$ cat config.mk
export PLATFORM = sky130hd
export DESIGN_NAME = reset_boot_mode_control
export DESIGN_NICKNAME = d
export VERILOG_FILES = /design/src/logic/reset_boot_pkg.sv /design/src/logic/reset_boot_mode_control.sv
export SDC_FILE = /design/constraint.sdc
export NUM_CORES = 1
export LEC_CHECK = 0
export CAP_MARGIN = 10
export CORE_AREA = 5 5 92 94
export DETAILED_ROUTE_END_ITERATION = 6
export DIE_AREA = 0 0 97 99
export DONT_BUFFER_PORTS = 1
export PLACE_DENSITY_LB_ADDON = 0.25
export SLEW_MARGIN = 10
export SYNTH_ARGS = -nofsm -noshare
export SYNTH_HDL_FRONTEND = slang
export SYNTH_SLANG_ARGS = --single-unit
$ cat constraint.sdc
create_clock -name ref_clk -period 1.5 [get_ports ref_clk]
set_input_delay 0.225 -clock ref_clk [delete_from_list [all_inputs] [get_ports ref_clk]]
set_output_delay 0.225 -clock ref_clk [all_outputs]
set_load 0.01 [all_outputs]
$ cat src/logic/reset_boot_pkg.sv
`default_nettype none
package reset_boot_pkg;

    // ------------------------------------------------------------
    // register map
    // ------------------------------------------------------------
    localparam logic [3:0] ADDR_CTRL = 4'h0;
    localparam logic [3:0] ADDR_STATUS = 4'h4;
    localparam logic [3:0] ADDR_IMASK = 4'h8;
    localparam logic [3:0] ADDR_MODE_STATUS = 4'hC;

    localparam int CTRL_CLK_DIS_BIT = 0;
    localparam int CTRL_SIX_IRQ_BIT = 1;
    localparam int CTRL_FLAG_DIR_BIT = 2;
    localparam int CTRL_FLAG_VAL_BIT = 3;
    localparam logic [3:0] CTRL_RESET = 4'h0;

    localparam int IMASK_W = 10;
    localparam int MODE_STATUS_REG_W = 7;
    localparam logic [IMASK_W-1:0] IMASK_RESET = 10'h000;
    localparam logic [MODE_STATUS_REG_W-1:0] MODE_STATUS_REG_RESET = 7'h00;
    localparam logic [31:0] READ_ZERO = 32'h0000_0000;

    // ------------------------------------------------------------
    // counts and addresses
    // ------------------------------------------------------------
    localparam int PLL_LOCK_INPUT_CYCLES = 2000;
    localparam int BOOT_WORD_COUNT = 32;
    localparam logic [15:0] FIRST_FETCH_ADDR = 16'h0000;

    // ------------------------------------------------------------
    // mode pins c, b, a
    // ------------------------------------------------------------
    localparam logic [2:0] MODE_BYTE_FULL = 3'h0;
    localparam logic [2:0] MODE_NO_BOOT = 3'h2;
    localparam logic [2:0] MODE_BYTE_HOST = 3'h4;
    localparam logic [2:0] MODE_INTERNAL_DMA_PORT_HOST = 3'h5;

    typedef enum logic [2:0] {
        ST_LOCK = 3'b000,
        ST_RESET = 3'b001,
        ST_BUSWAIT = 3'b011,
        ST_BOOT_BYTE = 3'b010,
        ST_RUN = 3'b110,
        ST_BOOT_HOST = 3'b111
    } boot_state_type;

endpackage
`default_nettype wire

$ cat src/logic/reset_boot_mode_control.sv
// Summary of operation
// - instruction clock runs at twice input clock
// - cycle clock output, gated by disable bit
// - later resets: clock runs, no wait
// - hold reset for 2000 input clocks
// - reset empties stacks, masks interrupts, clears status
// - no bus request: boot before running
// - first fetch from program address zero
// - memory mode from strap on flag two
// - mode 000: byte boot 32 words, full
// - mode 010: no boot, external zero
// - mode 100: byte boot 32 words, host
// - mode 101: wait for internal write to zero
// - pin D picks acknowledge output type
// - host mode: full data, one address bit
// - four or six interrupts by serial config
// - flag pin free after reset
// - pin D high: open-source acknowledge
`timescale 1ns/1ps
`default_nettype none
module reset_boot_mode_control
    import reset_boot_pkg::*;
#(
    parameter int PLL_LOCK_CYCLES = PLL_LOCK_INPUT_CYCLES,
    parameter int BOOT_WORDS = BOOT_WORD_COUNT
) (
    input wire logic ref_clk,
    input wire logic rst_n,
    input wire logic input_clock,
    input wire logic reset_pin_n,
    input wire logic mode_a,
    input wire logic mode_b,
    input wire logic mode_d,
    input wire logic flag_pin_two_i,
    output logic flag_pin_two_o,
    output logic flag_pin_two_oe,
    input wire logic bus_request,
    input wire logic byte_dma_word_done,
    input wire logic internal_dma_port_write,
    input wire logic internal_dma_port_addr_zero,
    input wire logic host_ack_req,
    output logic host_access_ack_o,
    output logic host_access_ack_oe,
    output logic cycle_clock_out,
    output logic core_reset_n,
    output logic stack_clear,
    output logic core_run,
    output logic byte_dma_boot_req,
    output logic fetch_external,
    output logic [15:0] fetch_addr,
    output logic host_mode,
    output logic six_irq_mode,
    output logic [IMASK_W-1:0] imask,
    output logic [MODE_STATUS_REG_W-1:0] mode_status,
    input wire logic [3:0] avs_address,
    input wire logic avs_read,
    input wire logic avs_write,
    input wire logic [31:0] avs_writedata,
    input wire logic [3:0] avs_byteenable,
    output logic [31:0] avs_readdata,
    output logic avs_waitrequest
);

    localparam int LOCK_W = $clog2(PLL_LOCK_CYCLES + 1);
    localparam int WORD_W = $clog2(BOOT_WORDS + 1);
    localparam logic [LOCK_W-1:0] LOCK_MAX = LOCK_W'(PLL_LOCK_CYCLES - 1);
    localparam logic [WORD_W-1:0] WORD_MAX = WORD_W'(BOOT_WORDS - 1);

    // ------------------------------------------------------------
    // state
    // ------------------------------------------------------------
    typedef struct packed {
        logic [5:0] meta;
        logic [5:0] sync;
        logic inclk_prev;
        boot_state_type state;
        logic [LOCK_W-1:0] lock_cnt;
        logic [WORD_W-1:0] word_cnt;
        logic [3:0] mode;
        logic [3:0] ctrl;
        logic [IMASK_W-1:0] imask;
        logic [MODE_STATUS_REG_W-1:0] mode_status_reg;
        logic clk_out;
        logic core_reset_n;
        logic stack_clear;
        logic core_run;
        logic byte_boot;
        logic fetch_ext;
        logic host_mode;
        logic flag_o;
        logic flag_oe;
        logic ack_o;
        logic ack_oe;
        logic waitreq;
        logic [31:0] rdata;
    } state_type;

    state_type s_q;
    state_type s_d;
    logic mreset;
    logic inclk_rise;
    logic in_reset_d;
    logic [2:0] mode_cba;

    always_comb begin
        s_d = s_q;
        mreset = !s_q.sync[5];
        inclk_rise = s_q.sync[4] && !s_q.inclk_prev;
        mode_cba = s_q.mode[2:0];
        // pin synchronisers: reset, input clock, flag, a, b, d
        s_d.meta = {reset_pin_n, input_clock, flag_pin_two_i,
                    mode_a, mode_b, mode_d};
        s_d.sync = s_q.meta;
        s_d.inclk_prev = s_q.sync[4];
        // cycle clock out: ref_clk / 2, held low while disabled
        s_d.clk_out = !s_q.ctrl[CTRL_CLK_DIS_BIT] &&
                      !s_q.clk_out;
        // power-up, reset and boot sequence
        unique case (s_q.state)
            ST_LOCK: begin
                if (inclk_rise) begin
                    if (s_q.lock_cnt == LOCK_MAX) begin
                        s_d.state = ST_RESET;
                    end else begin
                        s_d.lock_cnt = s_q.lock_cnt + 1'b1;
                    end
                end
            end
            ST_RESET: begin
                if (!mreset) begin
                    s_d.state = ST_BUSWAIT;
                end
            end
            ST_BUSWAIT: begin
                if (!bus_request) begin
                    if (mode_cba == MODE_BYTE_FULL ||
                        mode_cba == MODE_BYTE_HOST) begin
                        s_d.state = ST_BOOT_BYTE;
                        s_d.word_cnt = '0;
                    end else if (mode_cba == MODE_INTERNAL_DMA_PORT_HOST) begin
                        s_d.state = ST_BOOT_HOST;
                    end else begin
                        s_d.state = ST_RUN;
                    end
                end
            end
            ST_BOOT_BYTE: begin
                if (byte_dma_word_done) begin
                    if (s_q.word_cnt == WORD_MAX) begin
                        s_d.state = ST_RUN;
                    end else begin
                        s_d.word_cnt = s_q.word_cnt + 1'b1;
                    end
                end
            end
            ST_BOOT_HOST: begin
                if (internal_dma_port_write && internal_dma_port_addr_zero) begin
                    s_d.state = ST_RUN;
                end
            end
            ST_RUN: s_d.state = ST_RUN;
            default: s_d.state = ST_RESET;
        endcase
        // later resets skip the lock wait
        if (mreset && s_q.state != ST_LOCK) begin
            s_d.state = ST_RESET;
        end
        in_reset_d = (s_d.state == ST_LOCK) || (s_d.state == ST_RESET);
        // mode straps follow the pins until reset lets go
        if (in_reset_d) begin
            s_d.mode = {s_q.sync[0], s_q.sync[3],
                        s_q.sync[1], s_q.sync[2]};
        end
        // register bus: one wait state per access
        if ((avs_read || avs_write) && s_q.waitreq) begin
            s_d.waitreq = 1'b0;
            unique case (avs_address)
                ADDR_CTRL: s_d.rdata = 32'(s_q.ctrl);
                ADDR_STATUS: s_d.rdata = 32'({s_q.state, s_q.core_run,
                                              s_q.host_mode, s_q.mode});
                ADDR_IMASK: s_d.rdata = 32'(s_q.imask);
                ADDR_MODE_STATUS: s_d.rdata = 32'(s_q.mode_status_reg);
                default: s_d.rdata = READ_ZERO;
            endcase
        end else begin
            s_d.waitreq = 1'b1;
        end
        if (avs_write && !s_q.waitreq) begin
            unique case (avs_address)
                ADDR_CTRL: begin
                    if (avs_byteenable[0]) begin
                        s_d.ctrl = avs_writedata[3:0];
                    end
                end
                ADDR_IMASK: begin
                    if (avs_byteenable[0]) begin
                        s_d.imask[7:0] = avs_writedata[7:0];
                    end
                    if (avs_byteenable[1]) begin
                        s_d.imask[9:8] = avs_writedata[9:8];
                    end
                end
                ADDR_MODE_STATUS: begin
                    if (avs_byteenable[0]) begin
                        s_d.mode_status_reg = avs_writedata[MODE_STATUS_REG_W-1:0];
                    end
                end
                default: s_d.ctrl = s_q.ctrl;
            endcase
        end
        // master reset effects win over software writes
        if (in_reset_d) begin
            s_d.imask = IMASK_RESET;
            s_d.mode_status_reg = MODE_STATUS_REG_RESET;
        end
        s_d.core_reset_n = !in_reset_d;
        s_d.stack_clear = in_reset_d;
        s_d.core_run = (s_d.state == ST_RUN);
        s_d.byte_boot = (s_d.state == ST_BOOT_BYTE);
        s_d.fetch_ext = (s_d.state == ST_RUN) &&
                        (s_d.mode[2:0] == MODE_NO_BOOT);
        s_d.host_mode = s_d.mode[2];
        // flag pin is released to software only after reset
        s_d.flag_oe = !in_reset_d &&
                      s_q.ctrl[CTRL_FLAG_DIR_BIT];
        s_d.flag_o = s_q.ctrl[CTRL_FLAG_VAL_BIT];
        // acknowledge driver type from pin d
        if (in_reset_d || !s_d.mode[2]) begin
            s_d.ack_o = 1'b0;
            s_d.ack_oe = 1'b0;
        end else if (!s_d.mode[3]) begin
            s_d.ack_o = host_ack_req;
            s_d.ack_oe = 1'b1;
        end else begin
            s_d.ack_o = 1'b1;
            s_d.ack_oe = host_ack_req;
        end
    end

    always_ff @(posedge ref_clk) begin
        if (!rst_n) begin
            s_q <= '0;
            s_q.state <= ST_LOCK;
            s_q.ctrl <= CTRL_RESET;
            s_q.imask <= IMASK_RESET;
            s_q.mode_status_reg <= MODE_STATUS_REG_RESET;
            s_q.stack_clear <= 1'b1;
            s_q.waitreq <= 1'b1;
        end else begin
            s_q <= s_d;
        end
    end

    // ------------------------------------------------------------
    // outputs
    // ------------------------------------------------------------
    assign cycle_clock_out = s_q.clk_out;
    assign core_reset_n = s_q.core_reset_n;
    assign stack_clear = s_q.stack_clear;
    assign core_run = s_q.core_run;
    assign byte_dma_boot_req = s_q.byte_boot;
    assign fetch_external = s_q.fetch_ext;
    assign fetch_addr = FIRST_FETCH_ADDR;
    assign host_mode = s_q.host_mode;
    assign six_irq_mode = s_q.ctrl[CTRL_SIX_IRQ_BIT];
    assign imask = s_q.imask;
    assign mode_status = s_q.mode_status_reg;
    assign flag_pin_two_o = s_q.flag_o;
    assign flag_pin_two_oe = s_q.flag_oe;
    assign host_access_ack_o = s_q.ack_o;
    assign host_access_ack_oe = s_q.ack_oe;
    assign avs_readdata = s_q.rdata;
    assign avs_waitrequest = s_q.waitreq;
endmodule // reset_boot_mode_control
`default_nettype wire

# == After elaboration in Yosys (flattened, before gate mapping) ==
# Cells that the tools add are included.
# op_classes
n_eq_ne,20
n_reduce_logical,33
bitwise_logic,2
mux,21
add_sub_neg,2
# op_table
op,n
$pmux 10 s4,1
$mux 3,8
$mux 6,4
$pmux 3 s6,1
$eq 3x3->1 const B,5
$reduce_and 3->1,5
$mux 14,1
$eq 3x2->1 const B,4
$pmux 6 s2,1
$add 11x1->11 const B,1
$eq 11x11->1 const B,1
$mux 11,1
$logic_not 3->1,3
$eq 4x4->1 const B,2
$logic_and 1x1->1,8
$ne 2x2->1 const B,4
$logic_not 1->1,7
$add 6x1->6 const B,1
$eq 3x1->1 const B,2
$eq 6x5->1 const B,1
$reduce_and 5->1,1
$eq 4x3->1 const B,1
$logic_not 4->1,1
$logic_or 1x1->1,4
other kinds (7),10
# totals
inputBits,55
ff_bits,102
wordCells,102

# == Depth between registers and ports, before layout ==
# Gate-level depths: netlist of run 1.
# logic_depth
depth_word,12
mapped_depth,5

# == Worst setup path before layout of run 1 ==
# Ideal clock, no wire load.
# synth_timing
path_type,reg-to-reg
from,register s_q[75] (netlist bit)
to,register s_q (netlist bit byte_dma_boot_req)
path_slack_ns,-0.157
t_required_ns,1.360
arrival_time_ns,1.517
stages_incl_launch_ff,6
path_cell_list,dfxtp_1 > ha_1 > nand3_1 > nor4_1 > a31o_2 > a311oi_1
# synth_via
elab_chain_len,6
# synth_rtl
element,line_no,source
from (decl),reset_boot_mode_control.sv:98,state_type s_q;
$eq 11x11->1,reset_boot_mode_control.sv:122,if (s_q.lock_cnt == LOCK_MAX) begin
$mux 3,reset_boot_mode_control.sv:122,
$mux 14,reset_boot_mode_control.sv:121,if (inclk_rise) begin
$pmux 3 s6,reset_boot_mode_control.sv:119,unique case (s_q.state)
$mux 3,reset_boot_mode_control.sv:165,if (mreset && s_q.state != ST_LOCK) begin
$eq 3x2->1,reset_boot_mode_control.sv:219,s_d.byte_boot = (s_d.state == ST_BOOT_BYTE);
# No other way between the ends.
# A chain may end at the register's enable or synchronous reset.

# == Final worst setup path of run 1 ==
# layout_timing
from,register s_q[87] (netlist bit)
to,register s_q[86] (netlist bit)
# layout_via
elab_chain_len,3
word_cells_on_any_way,10
classes_between,eq/ne: 5; mux: 2; reduce/logical: 3
# layout_rtl
element,line_no
$eq 3x3->1 (tied with other cells),reset_boot_mode_control.sv:119
$pmux 3 s6 / $logic_and 1x1->1 (equally long branches),"reset_boot_mode_control.sv:119, reset_boot_mode_control.sv:165"
$mux 3 *,reset_boot_mode_control.sv:165
# Mark *: on every way between the ends. The rest lies on a longest branch, timed or not.

==> results of run 1 <==
[power groups by stage]
stage	sequential [mW]	clock [mW]	combinational, mW
floorplan	2.19	0	0.239
global placement	2.19	0	0.221
detailed placement	2.19	0	0.224
CTS	2.14	1.82	0.262
global route	2.15	1.94	0.318
finish	2.14	1.78	0.289
[layout by cell type (no fill, tap or decap), types with 2 or more instances in the layout]
cell type and n:
clkinv_4 3, dfxtp_2 9, dfxtp_1 69, or3_1 5, nand4_1 6, a22oi_1 8
mux2i_1 30, nand2b_1 7, nor4_4 2, a31oi_1 5, nor2b_1 3, inv_2 2
dlygate4sd3_1 9, mux4_2 4, a22o_1 3, and2_1 17, nor2_1 37, o21ai_0 7
xor2_1 2, or2_2 2, buf_4 46, nand3_1 4, nand3b_1 2, nand2_1 14
bufinv_16 2, mux2_2 2, buf_6 5, inv_1 2, and3_1 4, o21a_1 2
a21oi_1 12, nand3_2 3, conb_1 38, clkbuf_8 10, or4_1 2
[repair_timing]
action                                 4_1_cts  5_1_grt
hold buffers                                 8        1
setup endpoints to repair                   31       40
pin swaps                                   10       11
setup buffers                                3        6
endpoints found under the hold margin       16        1
gates resized for setup                     12       27
[worst register-to-register path, delay by kind of cell (launching register included)]
kind	cells	cell delay (ps)
buffers and inverters	1	120
AOI/OAI and AO/OA	3	630
DFF	1	380
and+or+nand+nor	1	350
[metrics by stage]
step,hold slack [ps],instance area [sq um],total power [mW],TNS (ps)
6_report,16.33,4248,4.210,-266.0
5_1_grt,2.088,4248,4.402,-1775
4_1_cts,0.01482,4100,4.226,-269.7
3_5_place_dp,295.8,3719,2.418,-1258
3_3_place_gp,293.6,3719,2.414,-340.3
2_1_floorplan,352.3,3820,2.433,-20.91
[per-layer routing]
layer  routed length (um)  part of all wire (%)
met1                 3367                    41
met5                    9                  0.11
met3                  764                   9.4
met4                  119                   1.5
met2                 3899                    48
[worst paths after layout]
check | to | from | slack, ps
max | s_q[86]$_SDFF_PN0_ | s_q[87]$_SDFF_PN0_ | -80
min | s_q[63]$_SDFFE_PN0P_ | avs_writedata[2] | 20
max reg2reg | s_q[86]$_SDFF_PN0_ | s_q[87]$_SDFF_PN0_ | -80
min reg2reg | s_q[95]$_SDFF_PN0_ | s_d[95]$_SDFF_PN0_ | 440
[cell families after synthesis]
logic type | Yosys count
simple gates | 130
buf+inv | 83
flops | 79
compound gates | 48
mux | 37
fa+ha+maj | 2
xor+xnor | 2
other cells | 1
[layout make-up]
type,count,area [sq um]
timing repair buffer,60,491.7
fill,662,3319
multi-input combinational,257,1782
tap,102,127.6
clock buffer,10,137.6
sequential,79,1597
clock inverter,6,93.84
inverter,5,18.77
==> run metrics, run 1 <==
outcome=finished, violations left; failing checks=setup timing; WP depth=5; mux contribution to synthesized area=11.56%; Syn. warnings=0; Mapped Cells=approximately 380; Synth Area in Compound Gates=8.796%; largest family of logic cells by synthesized area=simple AND/OR/NAND/NOR gates; grt met1 use=about 20%; Area growth syn-to-layout=15.75%; worst path bufs/invs=1; setup violators final=8; Syn Area/Cell=slightly below 10 sq um; GR peak layer=met2; placed cell count=approximately 490; DP Worst Slack=-214.1 ps; clock slew at reported path FFs=90 ps; crit path time final=approximately 1600 ps; cts bufs inserted=9; Setup crit start kind=flop; Crit path largest cell delay=380 ps; Lkg Pwr=about 1.7 nW; CTS H-tree depth=3; DR pass1 iterations=4; I/O pin count=around 130; Tcrit/Tclk final=105.5%; initial antenna violation count=1; Nets=around 470; Vias=~2600; Setup Skew=between 10 and 15 ps; CTS tree=yes; GRT Total Usage=around 17%; die height=99 um; synth top area cells=dfxtp_1 43%, buf_4 13%, mux2i_1 8.2%; met2 usage=27.65%; Crit Path Category=reg2reg; ys flop type=dfxtp_1; post-route ant nets=0; Avg WL per Cell=between 15 and 20 um; Switching Share=between 20% and 30%; Yosys cell types=57; Min-Delay Path Class=in2reg; Yosys top cell area share=a little over two fifths; site row count=32; Non-Filler Instances=between 500 and 600; Synth Area in XOR/XNOR=less than 1%; DRC=0; Final Max Tran Viols=0; arithmetic-cell share of the synthesized area counting full adders, half adders and majority gates=less than 1%; Worst EP arrival=roughly 1800 ps; combinational share of power=6.9%; Clock power frac=42.2%; largest area contributor in the netlist=dfxtp_1; max reg flops=29; CTS Buffer Depth=2; critical path's top delay family=compound AO/OA/AOI/OAI gates; Post-Synth Simple-Gate Area=around a fifth; largest net degree at the start of global routing=28; internal power=roughly 3.2 mW; number of DRC markers in iteration 0=63; total global routing overflow=0; Cell Area, Synth=approximately 3700 sq um; core area=around 7600 sq um; P_sw=between 0.9 and 1 mW; crit-path max FO=4; DIE AREA=9603 sq um; crit-path cells=or3b_1, o221a_2, a31o_4, buf_6, o21a_1; placer's final routability congestion estimate=roughly 0.8; final core occ=56.13%; GR Util met3=under 10%; Slowest cell on crit path=dfxtp_4; chip width=~97 um; Power per Cell Area=991.0 nW/um^2; first-pass GRT wire length=12970 um; top cells by count, synth=79 x dfxtp_1, 65 x buf_4, 39 x nor2_1; Max Freq=632.2 MHz; MaxCap Viol Count=0; root buffer cell=clkbuf_8; number of synthesized flops with an enable pin=0; required time worst endpoint=roughly 1700 ps; post-detail-place hpwl=between 5000 and 6000 um; async set-reset flop share out of synthesis=0%; starting density of the core=48.50%; CP endpoint kind=flop; sequential area share after synthesis=between 40% and 50%; Largest Register=s_q; ANT cells=0; worst-skew pair later-pin latency=350 ps; fraction of layout cells with a size suffix above 1=27.58%; Hold Fails Final Rpt=0; Reg2Reg Depth=5; count leader, synth=dfxtp_1; Hold Path Stages=2; drt total wl=approximately 8200 um; RSZ-0062 raised after global routing=true; Clock Sink Count=79; Port Buffers=0; sequential power share=around 51%; vias in the first global route=between 2000 and 3000; fin worst setup slack=-81.83 ps; Worst IR Drop VDD=between 0.6 and 0.7 mV; register bit total from synthesis=79; Vias per Instance=~5
(Power assumes the default switching activity.)
==> run 2: changes to the inputs <==
--- a/config.mk
+++ b/config.mk
@@ -6,9 +6,9 @@
 export NUM_CORES = 1
 export LEC_CHECK = 0
 export CAP_MARGIN = 10
-export CORE_AREA = 5 5 92 94
+export CORE_AREA = 5 5 87 89
 export DETAILED_ROUTE_END_ITERATION = 6
-export DIE_AREA = 0 0 97 99
+export DIE_AREA = 0 0 92 94
 export DONT_BUFFER_PORTS = 1
 export PLACE_DENSITY_LB_ADDON = 0.25
 export SLEW_MARGIN = 10
==> run 2 against run 1 <==
The run still ends with setup timing left. Critical path depth grew 1. Clock skew decreased by 1.3 ps. First-iteration DRC count is 48% higher. Critical path type unchanged. Highest routed layer is now met4.
==> run metrics, run 2 (same netlist as run 1, synthesis figures left out) <==
Worst EP arrival=1870 ps (was 1820 ps); Crit Path Category=reg2reg (unchanged); Max Freq=626.4 MHz (was 632.2 MHz); number of DRC markers in iteration 0=93 (was 63); outcome=finished, violations left (unchanged); setup violators final=11 (was 8); core area=6681 sq um (was 7567 sq um); Setup Skew=9.635 ps (was 10.92 ps); fraction of layout cells with a size suffix above 1=27.82% (was 27.58%); Min-Delay Path Class=in2reg (unchanged); chip width=92 um (was 97 um); initial antenna violation count=0 (was 1); Avg WL per Cell=16.17 um (was 15.72 um); worst-skew pair later-pin latency=350 ps (about the same); worst-margin pin slew=about 560 ps; DR pass1 iterations=4 (unchanged); beginning of the worst hold path=avs_writedata[3] (was avs_writedata[2]); first-pass GRT wire length=12280 um (was 12970 um); placed cell count=466 (was 485); CTS H-tree depth=3 (unchanged); Nets=470 (was 469); crit-path max FO=6 (was 4); I/O pin count=133 (unchanged); Lkg Pwr=1.714 nW (was 1.695 nW); failing checks=setup timing (unchanged); final core occ=63.61% (was 56.13%); MaxCap Viol Count=0 (unchanged); most frequent cells in the layout=70 x dfxtp_1, 47 x buf_4, 38 x nor2_1, 38 x conb_1, 30 x mux2i_1 (was 69 x dfxtp_1, 46 x buf_4, 38 x conb_1); DP Area=3714 sq um (was 3719 sq um); Vias per Instance=5.338 (was 4.958); Final Max Tran Viols=0 (unchanged); Area growth syn-to-layout=15.82% (was 15.75%); fin area=4250 sq um (was 4248 sq um); Power per Cell Area=947.9 nW/um^2 (was 991.0 nW/um^2); DP Worst Slack=-183.6 ps (was -214.1 ps); Slew HR=62.65%; Worst IR Drop VDD=0.5773 mV (was 0.6294 mV); site row count=30 (was 32); starting density of the core=54.93% (was 48.50%); RSZ-0062 raised after global routing=true (unchanged); hold_ws=21.57 ps (was 16.33 ps); cts bufs inserted=9 (unchanged); Tcrit/Tclk final=106.4% (was 105.5%); CTS Buffer Depth=2 (unchanged); Total Power=4.029 mW (was 4.210 mW); Final TNS setup=-581.8 ps (was -266.0 ps); Worst R2R Start=s_q[88]$_SDFF_PN0_ (was s_q[87]$_SDFF_PN0_); die height=94 um (was 99 um); DRC=0 (unchanged); crit path time final=1596 ps (was 1582 ps); total global routing overflow=0 (unchanged); placer's final routability congestion estimate=0.8315 (was 0.8053); clock slew at reported path FFs=80 ps (was 90 ps); ANT cells=0 (unchanged); Setup crit start kind=flop (unchanged); crit path launch=s_q[88]$_SDFF_PN0_ (was s_q[87]$_SDFF_PN0_); DIE AREA=8648 sq um (was 9603 sq um); Port Buffers=0 (unchanged); Clock Sink Count=79 (unchanged); post-route ant nets=0 (unchanged); fin worst setup slack=-96.46 ps (was -81.83 ps); Largest Register=s_q (unchanged); largest net degree at the start of global routing=28 (unchanged); max reg flops=29 (unchanged); GRT Total Usage=18.23% (was 17.01%); CTS tree=yes (unchanged); Hold Fails Final Rpt=0 (unchanged); most common cell after layout, fill and taps aside=dfxtp_1 (unchanged); CP endpoint kind=flop (unchanged); root buffer cell=clkbuf_8 (unchanged); Non-Filler Instances=497 (was 519); required time worst endpoint=1780 ps (was 1740 ps); Vias=2653 (was 2573); post-detail-place hpwl=5699 um (was 5901 um); vias in the first global route=2522 (was 2528); drt total wl=8035 um (was 8160 um)
[run 2: timing repair]
item,in CTS,in global routing
buffers inserted,3,6
pin swaps,17,17
hold endpoints to repair,17,0
gates resized for setup,16,31
endpoints found under the setup margin,21,40
hold buffers,7,0
[run 2: cell type report]
| cell class | count | area, sq um |
|---|---|---|
| inverters | 5 | 18.77 |
| clock buffers | 12 | 155.1 |
| repair buffers | 61 | 501.7 |
| clock inverters | 3 | 42.54 |
| well taps | 80 | 100.1 |
| multi-input cells | 257 | 1837 |
| fillers | 550 | 2431 |
| flip-flops and latches | 79 | 1595 |
[run 2: path summary, 6_finish.rpt]
path	end	slack (ps)	depth (start not counted)
hold reg to reg	s_q[92]$_SDFF_PN0_	440	1
hold / removal	s_d[36]$_SDFFE_PN0P_	20	2
setup reg to reg	s_q[82]$_SDFFE_PN0P_	-100	6
setup / recovery	s_q[82]$_SDFFE_PN0P_	-100	6
[run 2: worst max-delay path: stages, from the launching register on]
cell and delay (ps):
dfxtp_2 330, buf_6 120, nor4_4 230, buf_4 160, nand4_1 180, or3_1 400
a21oi_1 120
[run 2: power breakdown]
part	leakage [nW]	internal (mW)	switching (mW)
clock network	0.0985	0.849	0.737
registers	0.645	2.13	0.0218
logic	0.970	0.140	0.155
[run 2: per-layer routing]
layer / part of all wire [%] / vias to the layer above / routed length (um) / track usage, %
li1: - / 1297 / - / -
met1: 42 / 1261 / 3365 / 21.31
met2: 48 / 86 / 3858 / 29.93
met3: 8.5 / 9 / 683 / 7.292
met4: 1.6 / 0 / 127 / 7.178
met5: 0 / - / 0 / 0
